### src/design/boot_select_regs.vh
/*
 * boot source decoder constants: addresses, codes, source classes, widths.
 * assumes inclusion by the decoder and its config register leaf only.
 */
`ifndef BOOT_SELECT_REGS_VH
`define BOOT_SELECT_REGS_VH

// ----------------------------------------------------------------
// fixed addresses
// ----------------------------------------------------------------
`define BOOT_ROM_ADDR      32'hef000000
`define PAR_FLASH_ADDR     32'h20000000
`define ZERO_ADDR          32'h00000000

// ----------------------------------------------------------------
// variant selection
// ----------------------------------------------------------------
`define VAR_FOUR_BIT       2'h0
`define VAR_THREE_OTP      2'h1
`define VAR_THREE_SYNC     2'h2
`define VAR_THREE_DUAL     2'h3

// ----------------------------------------------------------------
// boot source classes
// ----------------------------------------------------------------
`define SRC_IDLE           4'h0
`define SRC_PAR_FLASH      4'h1
`define SRC_SPI_MEM        4'h2
`define SRC_SPI_HOST       4'h3
`define SRC_UART_HOST      4'h4
`define SRC_NAND           4'h5
`define SRC_OTP            4'h6
`define SRC_SYNC_FLASH     4'h7

// ----------------------------------------------------------------
// port selectors
// ----------------------------------------------------------------
`define PORT_NONE          2'h0
`define PORT_FIRST         2'h1
`define PORT_SECOND        2'h2

// ----------------------------------------------------------------
// transfer sizing
// ----------------------------------------------------------------
`define NAND_BLOCK_BYTES   9'h100
`define OTP_XFER_WIDTH     6'h20

// ----------------------------------------------------------------
// config register field layout
// ----------------------------------------------------------------
`define CFG_PINS_LSB       0
`define CFG_VALID_BIT      4

`endif

### src/design/system_config_reg.v
/*
 * system configuration register: holds the pin levels seen at boot.
 * assumes pins are synchronous to clk_i and a capture strobe from the decoder.
 */
`timescale 1ns/1ns
`include "boot_select_regs.vh"

module system_config_reg #(
    parameter PIN_W = 4
) (
    input wire clk_i,
    input wire rstn_i,
    input wire capture_i,
    input wire [PIN_W-1:0] pins_i,
    output reg [7:0] value_o
);

    // ----------------------------------------------------------------
    // capture
    // ----------------------------------------------------------------
    // pins copied into dedicated low bits, valid bit set once captured
    always @(posedge clk_i or negedge rstn_i) begin
        if (!rstn_i) begin
            value_o <= 8'h00;
        end else if (capture_i) begin
            value_o <= 8'h00;
            value_o[`CFG_PINS_LSB +: PIN_W] <= pins_i;
            value_o[`CFG_VALID_BIT] <= 1'b1;
        end
    end

endmodule

### src/design/boot_source_mode_decoder.v
/*
 * boot source mode decoder: samples the boot-select pins after reset,
 * decodes them per processor variant and drives the boot fetch engine.
 * assumes a boot memory or host outside, synchronous pins, one clock.
 */
`timescale 1ns/1ns
`include "boot_select_regs.vh"

module boot_source_mode_decoder #(
    parameter PIN_W = 4,
    parameter VARIANT = 0,
    parameter SUB_FAMILY = 0,
    parameter HAS_INT_FLASH = 1
) (
    input wire clk_i,
    input wire rstn_i,
    input wire [PIN_W-1:0] boot_select_pins_i,
    input wire fetch_ack_i,
    input wire host_valid_i,
    output reg [31:0] fetch_addr_o,
    output reg [3:0] boot_source_o,
    output reg [1:0] port_sel_o,
    output reg master_mode_o,
    output reg slave_mode_o,
    output reg fetch_req_o,
    output reg prefetch_req_o,
    output reg [31:0] prefetch_addr_o,
    output reg [5:0] xfer_width_o,
    output reg boot_busy_o,
    output reg [7:0] system_config_reg_o
);

    // ----------------------------------------------------------------
    // state machine codes
    // ----------------------------------------------------------------
    // rom entry always comes first, whatever the pins say
    localparam ST_RESET = 3'h0;
    localparam ST_ROM = 3'h1;
    localparam ST_MASTER = 3'h2;
    localparam ST_SLAVE = 3'h3;
    localparam ST_IDLE = 3'h4;

    // sequencer state, held code and block bookkeeping
    reg [2:0] state_q;
    reg sampled_q;
    reg [PIN_W-1:0] code_q;
    reg capture_q;
    reg [31:0] block_addr_q;
    wire [7:0] cfg_value;

    // ----------------------------------------------------------------
    // decode functions
    // ----------------------------------------------------------------
    // source class from code and variant; unknown codes fall to idle
    function [3:0] decode_src;
        input [3:0] code;
        input [1:0] variant;
        input has_flash;
        begin
            decode_src = `SRC_IDLE;
            case (variant)
                `VAR_FOUR_BIT: begin
                    case (code)
                        4'h1: decode_src = `SRC_PAR_FLASH;
                        4'h3: decode_src = `SRC_SPI_MEM;
                        4'h4: decode_src = `SRC_SPI_HOST;
                        4'h7: decode_src = `SRC_UART_HOST;
                        4'hc: decode_src = `SRC_NAND;
                        4'hd: decode_src = `SRC_NAND;
                        default: decode_src = `SRC_IDLE;
                    endcase
                end
                `VAR_THREE_OTP: begin
                    case (code[2:0])
                        3'h3: decode_src = `SRC_SPI_MEM;
                        3'h5: decode_src = `SRC_OTP;
                        default: decode_src = `SRC_IDLE;
                    endcase
                end
                `VAR_THREE_SYNC: begin
                    case (code[2:0])
                        3'h2: decode_src = has_flash ? `SRC_SYNC_FLASH : `SRC_IDLE;
                        3'h4: decode_src = `SRC_SPI_HOST;
                        3'h7: decode_src = `SRC_UART_HOST;
                        default: decode_src = `SRC_IDLE;
                    endcase
                end
                `VAR_THREE_DUAL: begin
                    case (code[2:0])
                        3'h2: decode_src = `SRC_SPI_MEM;
                        3'h4: decode_src = `SRC_SPI_MEM;
                        3'h3: decode_src = `SRC_SPI_HOST;
                        default: decode_src = `SRC_IDLE;
                    endcase
                end
                default: decode_src = `SRC_IDLE;
            endcase
        end
    endfunction

    // which serial port the chosen source uses
    function [1:0] decode_port;
        input [3:0] code;
        input [1:0] variant;
        input sub_family;
        begin
            decode_port = `PORT_NONE;
            case (variant)
                `VAR_FOUR_BIT: begin
                    if (code == 4'h3 || code == 4'h4) begin
                        decode_port = `PORT_FIRST;
                    end else if (code == 4'h7) begin
                        decode_port = sub_family ? `PORT_SECOND : `PORT_FIRST;
                    end
                end
                `VAR_THREE_OTP: begin
                    if (code[2:0] == 3'h3) begin
                        decode_port = `PORT_FIRST;
                    end
                end
                `VAR_THREE_SYNC: begin
                    if (code[2:0] == 3'h4 || code[2:0] == 3'h7) begin
                        decode_port = `PORT_FIRST;
                    end
                end
                `VAR_THREE_DUAL: begin
                    if (code[2:0] == 3'h2 || code[2:0] == 3'h3) begin
                        decode_port = `PORT_SECOND;
                    end else if (code[2:0] == 3'h4) begin
                        decode_port = `PORT_FIRST;
                    end
                end
                default: decode_port = `PORT_NONE;
            endcase
        end
    endfunction

    // start address of memory sources
    function [31:0] start_addr;
        input [3:0] src;
        begin
            case (src)
                `SRC_PAR_FLASH: start_addr = `PAR_FLASH_ADDR;
                `SRC_SYNC_FLASH: start_addr = `PAR_FLASH_ADDR;
                default: start_addr = `ZERO_ADDR;
            endcase
        end
    endfunction

    // master sources are those the processor reads itself
    function is_master;
        input [3:0] src;
        begin
            is_master = (src == `SRC_PAR_FLASH) || (src == `SRC_SPI_MEM) ||
                        (src == `SRC_NAND) || (src == `SRC_OTP) ||
                        (src == `SRC_SYNC_FLASH);
        end
    endfunction

    // slave sources wait for a host to push the image
    function is_slave;
        input [3:0] src;
        begin
            is_slave = (src == `SRC_SPI_HOST) || (src == `SRC_UART_HOST);
        end
    endfunction

    // address one nand block past the given one
    function [31:0] next_block;
        input [31:0] addr;
        begin
            next_block = addr + {23'h000000, `NAND_BLOCK_BYTES};
        end
    endfunction

    // ----------------------------------------------------------------
    // decoded view of the held code
    // ----------------------------------------------------------------
    // only the low bits of the parameters matter; wider values wrap
    wire [1:0] variant_w = VARIANT[1:0];
    // held code widened to four bits; three-bit parts see a zero top bit
    reg [3:0] code4;
    always @* begin
        code4 = 4'h0;
        code4[PIN_W-1:0] = code_q;
    end
    wire [3:0] src_w = decode_src(code4, variant_w, HAS_INT_FLASH[0]);
    wire [1:0] port_w = decode_port(code4, variant_w, SUB_FAMILY[0]);

    // ----------------------------------------------------------------
    // config register leaf
    // ----------------------------------------------------------------
    system_config_reg #(
        .PIN_W(PIN_W)
    ) u_cfg (
        .clk_i(clk_i),
        .rstn_i(rstn_i),
        .capture_i(capture_q),
        .pins_i(code_q),
        .value_o(cfg_value)
    );

    // ----------------------------------------------------------------
    // pin sampling
    // ----------------------------------------------------------------
    // one-shot sample at first edge after release; later pin changes are
    // ignored so a bouncing strap cannot switch the source mid-boot
    always @(posedge clk_i or negedge rstn_i) begin
        if (!rstn_i) begin
            sampled_q <= 1'b0;
            code_q <= {PIN_W{1'b0}};
            capture_q <= 1'b0;
        end else begin
            capture_q <= 1'b0;
            if (!sampled_q) begin
                sampled_q <= 1'b1;
                code_q <= boot_select_pins_i;
                capture_q <= 1'b1;
            end
        end
    end

    // ----------------------------------------------------------------
    // boot sequencer
    // ----------------------------------------------------------------
    // rom first, then master reads, slave wait or idle
    always @(posedge clk_i or negedge rstn_i) begin
        if (!rstn_i) begin
            state_q <= ST_RESET;
            fetch_addr_o <= `BOOT_ROM_ADDR;
            boot_source_o <= `SRC_IDLE;
            port_sel_o <= `PORT_NONE;
            master_mode_o <= 1'b0;
            slave_mode_o <= 1'b0;
            fetch_req_o <= 1'b0;
            prefetch_req_o <= 1'b0;
            prefetch_addr_o <= `ZERO_ADDR;
            xfer_width_o <= 6'h00;
            boot_busy_o <= 1'b0;
            block_addr_q <= `ZERO_ADDR;
        end else begin
            case (state_q)
                ST_RESET: begin
                    fetch_addr_o <= `BOOT_ROM_ADDR;
                    fetch_req_o <= 1'b1;
                    boot_busy_o <= 1'b1;
                    state_q <= ST_ROM;
                end
                ST_ROM: begin
                    // code is already held once the rom fetch is acknowledged
                    if (fetch_ack_i) begin
                        boot_source_o <= src_w;
                        port_sel_o <= port_w;
                        fetch_req_o <= 1'b0;
                        if (is_master(src_w)) begin
                            // memory sources: start reading at the source's base
                            master_mode_o <= 1'b1;
                            block_addr_q <= start_addr(src_w);
                            fetch_addr_o <= start_addr(src_w);
                            fetch_req_o <= 1'b1;
                            xfer_width_o <= (src_w == `SRC_OTP) ?
                                            `OTP_XFER_WIDTH : 6'h00;
                            state_q <= ST_MASTER;
                        end else if (is_slave(src_w)) begin
                            // host sources: no reads, wait for pushed data
                            slave_mode_o <= 1'b1;
                            state_q <= ST_SLAVE;
                        end else begin
                            // reserved or unsupported code parks with no transfer
                            boot_busy_o <= 1'b0;
                            state_q <= ST_IDLE;
                        end
                    end
                end
                ST_MASTER: begin
                    // nand overlaps the next block fetch with the current one
                    if (boot_source_o == `SRC_NAND) begin
                        prefetch_req_o <= 1'b1;
                        prefetch_addr_o <= next_block(block_addr_q);
                    end
                    if (fetch_ack_i) begin
                        if (boot_source_o == `SRC_NAND) begin
                            // prefetch moves with the block so it stays one ahead
                            block_addr_q <= next_block(block_addr_q);
                            fetch_addr_o <= next_block(block_addr_q);
                            prefetch_addr_o <= next_block(next_block(block_addr_q));
                        end else begin
                            // word-wide reads step by four bytes
                            fetch_addr_o <= fetch_addr_o + 32'h00000004;
                        end
                    end
                end
                ST_SLAVE: begin
                    // no reads issued; data only arrives from the host
                    fetch_req_o <= 1'b0;
                    // busy stays up once the host has started pushing
                    boot_busy_o <= host_valid_i | boot_busy_o;
                end
                ST_IDLE: begin
                    // parked until the next reset
                    fetch_req_o <= 1'b0;
                    prefetch_req_o <= 1'b0;
                end
                default: state_q <= ST_IDLE;
            endcase
        end
    end

    // ----------------------------------------------------------------
    // register copy for software
    // ----------------------------------------------------------------
    // extra stage so the output comes straight from a flop of this module
    always @(posedge clk_i or negedge rstn_i) begin
        if (!rstn_i) begin
            system_config_reg_o <= 8'h00;
        end else begin
            system_config_reg_o <= cfg_value;
        end
    end

endmodule

### config.mk
export PLATFORM = sky130hd
export DESIGN_NAME = boot_source_mode_decoder
export DESIGN_NICKNAME = d
export VERILOG_FILES = /design/src/design/system_config_reg.v /design/src/design/boot_source_mode_decoder.v
export VERILOG_INCLUDE_DIRS = /design/src /design/src/design
export SDC_FILE = /design/constraint.sdc
export NUM_CORES = 1
export LEC_CHECK = 0
export ABC_CLOCK_PERIOD_IN_PS = 2900
export BUFFER_PORTS_ARGS = -buffer_cell sky130_fd_sc_hd__buf_2
export CORE_UTILIZATION = 45
export CTS_CLUSTER_DIAMETER = 40
export CTS_CLUSTER_SIZE = 16
export DETAILED_ROUTE_END_ITERATION = 16
export PLACE_DENSITY = 0.68
export SLEW_MARGIN = 0
export SYNTH_ARGS = -nofsm -noshare
export SYNTH_HDL_FRONTEND = slang
export SYNTH_SLANG_ARGS = --single-unit
### constraint.sdc
create_clock -name clk_i -period 2.9 [get_ports clk_i]
set_input_delay 0 -clock clk_i [delete_from_list [all_inputs] [get_ports clk_i]]
set_output_delay 0 -clock clk_i [all_outputs]
set_load 0.02 [all_outputs]
==> impl_metrics.ini, run 1 <==
[drt]
detail-route-antenna-nets = 0
vias_per_cell = 5.773
drc_errors = 0
vias = 5750
drtIter0Drc = 401
routedWlPerCell_um = 17.57
drt_wl_total_um = 17500
dr.pass1.iters = 4

[yosys]
syn_area_mm2 = 0.006331
synthSimpleGateAreaFrac_pct = 25.93
synth.mux.area_fraction_pct = 1.897
synth_warnings = 0
synth_top_family_by_area = simple AND/OR/NAND/NOR gates
synth_compound_area_share_pct = 17.25
synthFlopType = dfrtp_1
avgSynthCellArea_um2 = 8.625
synth-xor-area-share_pct = 5.652
yosys_register_bits = 108
synth_cell_type_count = 73
async_reset_ff_share_pct = 100.0
synth-adder-area-share_pct = 0.5929
synth-edff-count = 0
syn_inst = 734
synth_seq_area_share_pct = 42.83

[die]
core-area_mm2 = 0.01351
initial_core_util_pct = 46.88
fp.dieH_um = 120.6
die_area_mm2 = 0.01455
rows = 42
num_io_pins = 97
die_w_um = 120.6

[setup_path]
slowest_delay_ps = 500
critPathMaxFanout = 9
rr_startpoint = block_addr_q[8]$_DFFE_PN0P_
worst_path_max_delay_cell = or4b_1
worstPathArrival_ps = 3050
r2r-end = prefetch_addr_o[31]$_DFFE_PN0P_
critPathKind = reg -> reg
r2r_setup_slack_ps = 140
r2r_cells = 8
start_kind = register
cp-endpoint = prefetch_addr_o[31]$_DFFE_PN0P_
critPathBufInv = 0
startpoint = block_addr_q[8]$_DFFE_PN0P_
critPathCaptureType = register
required_ps = 3190
path_delay_family = simple AND/OR/NAND/NOR gates
cp_cell_sequence = ha_1, nand3_2, nor3_4, nand4_1, a21oi_1, or4b_1, or4_1, nand3_1
crit_cells = 8

[power]
p_int_mw = 2.271
power.clock.fraction_pct = 43.1
power_mw = 2.968
cellPowerDensity_mw_per_mm2 = 404.2
p_switching_mw = 0.6966
vdd_drop_max_mv = 0.2661
swShare_pct = 23.47
comb_power_share_pct = 4.6
power_frac_seq_pct = 52.3
p_leak_nw = 3.186

[cells_and_area]
nNetsFinal = 826
stdcell_count = 996
fillers = 1237
n_antenna_cell = 0
final_cell_mix = 110 x nand2_1, 98 x dfrtp_1, 86 x o21ai_0
multi_input_area_mm2 = 0.003371
regArea_mm2 = 0.002715
final_common_cell = nand2_1
finalInstanceArea_mm2 = 0.007342
drive_gt1_share_pct = 20.49
fin_util_pct = 54.36
syn_to_final_growth_pct = 15.97

[status]
status = completed

[timing]
hold_viol = 0
rsz0062_at_grt = no
min_period_ps = 2762
finalSetupTns_ps = 0
timing.final.crit_share_pct = 95.25
slew_headroom_pct = 52.81
drv_slew = 0
max_freq_mhz = 362.0
worstMarginPinSlew_ps = 707.8
setup_viol_count_final = 0
finClkSkew_ps = 7.710

[clocking]
cts_root_buf = clkbuf_16
numCtsBuffers = 9
clock-sinks = 108
clk_pin_slew_worst_paths_ps = 80
htree_num_levels = 3
clock_path_buffers = 2
clk_latency_ps = 360
cts_tree = done
cts_setup_buffers = 0

[global_route]
use_met2_pct = 38.97
grt_pass1_wl_um = 28790
use_met1_pct = 37.10
antenna_found_initial = 0
use_met3_pct = 3.821
grt_most_used_layer = met2
grt_overflow = 0
grt_pass1_vias = 5423
grt_max_degree = 54
grtUsageTotal_pct = 25.34

[placement]
place.port_buffers = 78
dpl_cell_area_mm2 = 0.006940
place_congestion = 0.9173
hpwl_um = 12660
numPlacedInstances = 974

[hold_path]
hp-class = in -> reg

[flow_run]
drv_cap = 0
## cell families (layout without fill, tap and decap cells)
family	after synthesis	after routing
other	2	19
adder cells (fa/ha/maj)	3	3
buffers and inverters	74	143
multiplexers	11	11
flip-flops	108	108
AND/OR/NAND/NOR	316	316
AO/OA/AOI/OAI	180	180
XOR/XNOR	40	40
## Yosys cell counts, types with 8 or more instances
cell type | n | area share, %
mux2_2 | 8 | 1.4
nand4_1 | 13 | 1.3
a21oi_1 | 28 | 2.2
inv_1 | 11 | 0.65
dfrtp_1 | 101 | 40
nor3_1 | 16 | 1.3
and3_1 | 20 | 2.0
buf_4 | 20 | 2.4
o31ai_1 | 15 | 1.8
nor2_1 | 54 | 3.2
clkbuf_1 | 34 | 2.0
o21ai_0 | 86 | 6.8
nand3_1 | 38 | 3.0
nand2_1 | 110 | 6.5
xor2_1 | 20 | 2.8
xnor2_1 | 19 | 2.6
## power groups by stage
stage | combinational [mW] | sequential, mW | clock [mW]
CTS | 0.139 | 1.55 | 1.30
finish | 0.136 | 1.55 | 1.28
floorplan | 0.0950 | 1.58 | 0
global placement | 0.129 | 1.58 | 0
detailed placement | 0.132 | 1.58 | 0
global route | 0.152 | 1.56 | 1.36
## worst min-delay path: stages
cell	delay, ps
buf_2	190
nand3_1	110
a21oi_1	70
## per-stage QoR
step / setup WS [ps] / hold WS [ps]
global route: 0.5596 / 68.32
detailed placement: 77.03 / 89.99
finish: 137.8 / 58.79
CTS: 39.79 / 51.96
floorplan: 196.6 / -295.6
global placement: 155.5 / 82.57
## state kept, by name (all words and copies together), names as in the netlist, 3 cells and up
name                 cells
code4                    4
boot_source_o            3
prefetch_addr_o         24
block_addr_q            24
state_q                  3
system_config_reg_o      5
u_cfg.value_o            5
fetch_addr_o            31
## area by class of cell
type | instances | share of cell area [%]
clock buffers | 11 | 3.306
clock inverters | 5 | 0.8010
inverters | 11 | 0.5624
multi-input cells | 569 | 45.91
flip-flops and latches | 108 | 36.98
well taps | 176 | 2.999
repair buffers | 116 | 9.441
## metal layers
metal / vias to the layer above / routed length, um / part of all wire (%)
li1: 2742 / - / -
met1: 2757 / 8171 / 47
met2: 233 / 7999 / 46
met4: 0 / 202 / 1.2
met3: 18 / 1121 / 6.4
met5: - / 0 / 0
## worst min-delay path by stage
stage	start	endpoint	slack (ps)	cells past startpoint
floorplan	rstn_i	block_addr_q[10]$_DFFE_PN0P_	-300	0
global placement	rstn_i	fetch_addr_o[10]$_DFFE_PN0P_	80	1
detailed placement	rstn_i	fetch_addr_o[11]$_DFFE_PN0P_	90	1
CTS	fetch_ack_i	state_q[1]$_DFFE_PN0P_	50	3
global route	fetch_ack_i	state_q[1]$_DFFE_PN0P_	70	3
finish	fetch_ack_i	state_q[1]$_DFFE_PN0P_	60	3
## timing repair
action,CTS,global route
hold buffers,6,0
hold endpoints to repair,48,0
setup endpoints to repair,0,6
resized for setup,0,9
Power figures use the tool's default switching activity.
==> inputs of run 2 (changes only) <==
--- a/config.mk
+++ b/config.mk
@@ -12,6 +12,7 @@
 export CTS_CLUSTER_DIAMETER = 40
 export CTS_CLUSTER_SIZE = 16
 export DETAILED_ROUTE_END_ITERATION = 16
+export HOLD_SLACK_MARGIN = 0.15
 export PLACE_DENSITY = 0.68
 export SLEW_MARGIN = 0
 export SYNTH_ARGS = -nofsm -noshare
==> run 2 against run 1 <==
Net effect:
- cell count increased by 0.10%
- via count decreased by 0.23%
- clock-buffer cell count unchanged
- non-clock buffer count increased by 1
- final area increased by 0.14%
- clock power about the same
- clock skew about the same
- flip-flop and latch count unchanged
- register-to-register slack about the same
- fmax about the same
- sequential share of layout area decreased by 0.050 points
- largest cell class unchanged
==> impl_metrics.ini, run 2 (synthesized netlist as in run 1, its figures left out) <==
[cells_and_area]
n_antenna_cell = 0
syn_to_final_growth_pct = 16.13
fillers = 1236
multi_input_area_mm2 = 0.003371
largest_register_ffs = 31
final_common_cell = nand2_1
top_regs = fetch_addr_o (31), block_addr_q (24), prefetch_addr_o (24)
drive_gt1_share_pct = 20.46
fin_util_pct = 54.44
largest_register = fetch_addr_o
final_cell_mix = 110 x nand2_1, 98 x dfrtp_1, 86 x o21ai_0
nNetsFinal = 827
finalInstanceArea_mm2 = 0.007352
regArea_mm2 = 0.002715

[setup_path]
worstPathArrival_ps = 3050
required_ps = 3180
cp_cell_sequence = ha_1, nand3_2, nor3_4, nand4_1, a21oi_1, or4b_1, or4_1, nand3_1
critPathMaxFanout = 9
start_kind = register
worst_path_max_delay_cell = or4b_1
slowest_delay_ps = 500
critPathCaptureType = register
critPathKind = reg -> reg

[timing]
max_freq_mhz = 361.9
rsz0062_at_grt = no
timing.final.crit_share_pct = 95.29
finClkSkew_ps = 8.062
drv_slew = 0
finalSetupTns_ps = 0
worstMarginPinSlew_ps = 715.2
setup_viol_count_final = 0
slew_headroom_pct = 52.32
hold_viol = 0
min_period_ps = 2763

[drt]
drc_errors = 0
vias_per_cell = 5.754
dr.pass1.iters = 5
drt_wl_total_um = 17580
detail-route-antenna-nets = 0
routedWlPerCell_um = 17.63
drtIter0Drc = 382
vias = 5737

[clocking]
cts_root_buf = clkbuf_16
htree_num_levels = 3
clk_pin_slew_worst_paths_ps = 70
clock-sinks = 108
clock_path_buffers = 2
cts_tree = done
clk_latency_ps = 350
numCtsBuffers = 9

[power]
p_leak_nw = 3.190
vdd_drop_max_mv = 0.2658
power_mw = 2.968
cellPowerDensity_mw_per_mm2 = 403.6

[status]
status = completed

[global_route]
grt_pass1_vias = 5422
grt_max_degree = 54
antenna_found_initial = 0
grtUsageTotal_pct = 25.37
grt_overflow = 0
grt_pass1_wl_um = 28830

[die]
die_area_mm2 = 0.01455
fp.dieH_um = 120.6
core-area_mm2 = 0.01351
num_io_pins = 97
die_w_um = 120.6
rows = 42
initial_core_util_pct = 46.88

[placement]
dpl_cell_area_mm2 = 0.006940
place.port_buffers = 78
place_congestion = 0.9173
hpwl_um = 12660

[flow_run]
drv_cap = 0

[hold_path]
hp-class = in -> async
-- run 2: changes by cell type in the layout (fill, tap and decap cells not counted) --
cell,change
dlygate4sd3_1,+1
-- run 2: area by class of cell --
| class | count | share of cell area, % |
|---|---|---|
| multi-input combinational | 569 | 45.85 |
| clock inverter | 5 | 0.7999 |
| clock buffer | 11 | 3.302 |
| tap | 176 | 2.995 |
| sequential | 108 | 36.93 |
| inverter | 11 | 0.5616 |
| timing repair buffer | 117 | 9.564 |
-- run 2: path summary, 6_finish.rpt --
kind	cells after the start	from	slack [ps]	to
min reg2reg	0	u_cfg.value_o[2]$_DFFE_PN0P_	380	system_config_reg_o[2]$_DFF_PN0_
min in group clk_i	0	u_cfg.value_o[2]$_DFFE_PN0P_	380	system_config_reg_o[2]$_DFF_PN0_
max in group asynchronous	3	rstn_i	1840	block_addr_q[11]$_DFFE_PN0P_
max	8	block_addr_q[8]$_DFFE_PN0P_	140	prefetch_addr_o[31]$_DFFE_PN0P_
min	2	rstn_i	230	fetch_addr_o[11]$_DFFE_PN0P_
max reg2reg	8	block_addr_q[8]$_DFFE_PN0P_	140	prefetch_addr_o[31]$_DFFE_PN0P_
-- run 2: layer usage --
layer  vias up  GRT usage [%]  wire length (um)  share of wire (%)
li1       2746              -                 -                  -
met1      2760          37.16              8143                 46
met2       217          39.08              8066                 46
met3        14          3.774              1198                6.8
met4         0          6.713               172               0.98
met5         -              0                 0                  0
-- run 2: where the power goes --
group | internal (mW) | switching, mW
Combinational | 0.0470 | 0.0907
Sequential | 1.53 | 0.0240
Clock | 0.697 | 0.581
Total | 2.27 | 0.696
-- run 2: what timing repair did --
action                     in CTS  in global routing
setup endpoints to repair       0                  6
hold endpoints to repair       60                  0
setup buffers                   0                  0
gates resized for setup         0                  9
hold buffers                    7                  0
-- run 2: critical path, delay by kind of cell, from the launching register on --
kind,cells,cell delay (ps)
compound gates,1,180
fa+ha+maj,1,320
flops,1,350
simple gates,6,1850
-- run 2: metrics by stage --
| step | hold WS, ps | cells | setup slack, ps |
|---|---|---|---|
| final | 225.4 | 997 | 136.7 |
| after global routing | 289.3 | 997 | 0.5596 |
| after CTS | 254.6 | 997 | 39.79 |
| after detailed placement | 89.99 | 974 | 77.03 |
| after global placement | 82.57 | 974 | 155.5 |
| after floorplan | -295.6 | 751 | 196.6 |
==> inputs of run 3 (changes only) <==
--- a/config.mk
+++ b/config.mk
@@ -6,14 +6,16 @@
 export SDC_FILE = /design/constraint.sdc
 export NUM_CORES = 1
 export LEC_CHECK = 0
-export ABC_CLOCK_PERIOD_IN_PS = 2900
+export ABC_CLOCK_PERIOD_IN_PS = 2860
 export BUFFER_PORTS_ARGS = -buffer_cell sky130_fd_sc_hd__buf_2
-export CORE_UTILIZATION = 45
+export CELL_PAD_IN_SITES_DETAIL_PLACEMENT = 0
+export CELL_PAD_IN_SITES_GLOBAL_PLACEMENT = 1
+export CORE_UTILIZATION = 43
 export CTS_CLUSTER_DIAMETER = 40
 export CTS_CLUSTER_SIZE = 16
 export DETAILED_ROUTE_END_ITERATION = 16
 export HOLD_SLACK_MARGIN = 0.15
-export PLACE_DENSITY = 0.68
+export PLACE_DENSITY_LB_ADDON = 0.1
 export SLEW_MARGIN = 0
 export SYNTH_ARGS = -nofsm -noshare
 export SYNTH_HDL_FRONTEND = slang
==> constraint.sdc (replaced) <==
create_clock -name clk_i -period 2.86 [get_ports clk_i]
set_input_delay 0 -clock clk_i [delete_from_list [all_inputs] [get_ports clk_i]]
set_output_delay 0 -clock clk_i [all_outputs]
set_load 0.02 [all_outputs]
==> run 3 against run 2 <==
Net effect:
- cell count is 1.4% higher
- combinational power is 10% higher
- clock-buffer cell count is 1 higher
==> impl_metrics.ini, run 3 (synthesized netlist as in run 1, its figures left out) <==
[timing]
setup_viol_count_final = 0
finalSetupTns_ps = 0
worstMarginPinSlew_ps = 702.9
finClkSkew_ps = 7.150
min_period_ps = 2667
rsz0062_at_grt = no
setup_ws_ps = 193.4
slew_headroom_pct = 53.03
max_freq_mhz = 375.0
whs_ps = 371.6
hold_viol = 0
drv_slew = 0
timing.final.crit_share_pct = 93.24

[cells_and_area]
drive_gt1_share_pct = 21.18
n_antenna_cell = 0
largest_register_ffs = 31
final_common_cell = nand2_1
fillers = 1345
syn_to_final_growth_pct = 17.71
top_regs = fetch_addr_o (31), block_addr_q (24), prefetch_addr_o (24)
stdcell_count = 1011
finalInstanceArea_mm2 = 0.007452
largest_register = fetch_addr_o
fin_util_pct = 52.87
final_cell_mix = 110 x nand2_1, 98 x dfrtp_1, 86 x o21ai_0
nNetsFinal = 837

[clocking]
clock-sinks = 108
clk_pin_slew_worst_paths_ps = 70
cts_setup_buffers = 0
htree_num_levels = 3
numCtsBuffers = 9
cts_root_buf = clkbuf_16
cts_tree = done
clk_latency_ps = 360
clock_path_buffers = 2

[placement]
place_congestion = 0.8867
dpl_cell_area_mm2 = 0.007030
dpl_worst_slack_ps = 43.84
numPlacedInstances = 986
hpwl_um = 12830
place.port_buffers = 78

[power]
vdd_drop_max_mv = 0.2741
cellPowerDensity_mw_per_mm2 = 402.7
power_mw = 3.001
p_leak_nw = 3.253

[global_route]
grt_overflow = 0
grt_pass1_wl_um = 28950
grt_max_degree = 75
grtUsageTotal_pct = 25.33
grt_pass1_vias = 5182
antenna_found_initial = 0

[hold_path]
hold_path_end = system_config_reg_o[1]$_DFF_PN0_
whs_path_depth = 0
hp-class = reg -> reg
hold_path_startpoint = u_cfg.value_o[1]$_DFFE_PN0P_

[setup_path]
worstPathArrival_ps = 2960
r2r-end = prefetch_addr_o[31]$_DFFE_PN0P_
critPathMaxFanout = 7
start_kind = register
cp_cell_sequence = ha_2, nand2_1, nor2_1, xor2_1, nand3b_1, or4b_1, or4_1, nand3_1
rr_startpoint = block_addr_q[8]$_DFFE_PN0P_
slowest_delay_ps = 600
worst_path_max_delay_cell = or4b_1
r2r_setup_slack_ps = 190
critPathCaptureType = register
r2r_cells = 8
critPathKind = reg -> reg
required_ps = 3150

[die]
fp.dieH_um = 123.3
num_io_pins = 97
core-area_mm2 = 0.01410
rows = 43
die_area_mm2 = 0.01521
die_w_um = 123.3
initial_core_util_pct = 44.91

[drt]
drt_wl_total_um = 18170
routedWlPerCell_um = 17.97
vias = 5772
vias_per_cell = 5.709
detail-route-antenna-nets = 0
drc_errors = 0
drtIter0Drc = 421
dr.pass1.iters = 5

[status]
status = completed

[flow_run]
drv_cap = 0
==> run 3: changes by cell type in the layout (fill, tap and decap cells not counted), sizes merged <==
| cell | change |
|---|---|
| dlygate4sd3 | +2 |
| clkbuf | +1 |
| clkinv | +2 |
| buf | +8 |
| clkinvlp | -2 |
| inv | -1 |
==> run 3: worst max-delay path by stage <==
stage	from	end	slack, ps
floorplan	block_addr_q[9]$_DFFE_PN0P_	prefetch_addr_o[31]$_DFFE_PN0P_	160
global placement	block_addr_q[8]$_DFFE_PN0P_	prefetch_addr_o[31]$_DFFE_PN0P_	100
detailed placement	block_addr_q[8]$_DFFE_PN0P_	prefetch_addr_o[31]$_DFFE_PN0P_	40
CTS	block_addr_q[8]$_DFFE_PN0P_	prefetch_addr_o[31]$_DFFE_PN0P_	10
global route	block_addr_q[8]$_DFFE_PN0P_	prefetch_addr_o[31]$_DFFE_PN0P_	10
finish	block_addr_q[8]$_DFFE_PN0P_	prefetch_addr_o[31]$_DFFE_PN0P_	190
==> run 3: power by group <==
part | switching, mW | internal [mW]
clock network | 0.577 | 0.703
logic | 0.0986 | 0.0532
registers | 0.0184 | 1.55
total | 0.694 | 2.31
==> run 3: cell type report <==
cell class	instances	area, um2	area share [%]
Inverter	11	41.29	0.5541
Timing Repair Buffer	127	808.3	10.85
Multi-Input combinational cell	569	3367	45.18
Clock buffer	12	246.5	3.308
Sequential cell	108	2715	36.43
Tap cell	180	225.2	3.022
Clock inverter	4	48.80	0.6548
==> run 3: what timing repair did <==
item	in CTS	in global routing
hold endpoints to repair	111	0
endpoints found under the setup margin	0	6
hold buffers	9	0
gates resized for setup	0	10
==> run 3: worst max-delay path, delay by kind of cell (launching register included) <==
family / cells / cell delay [ps]
flops: 1 / 380
fa+ha+maj: 1 / 280
simple gates: 6 / 1710
xor+xnor: 1 / 230
==> run 3: per-layer routing <==
layer | vias up | track usage (%) | routed length [um]
li1 | 2758 | - | -
met1 | 2782 | 39.80 | 8888
met2 | 220 | 35.09 | 7805
met3 | 12 | 4.336 | 1272
met4 | 0 | 6.928 | 204
met5 | - | 0 | 0
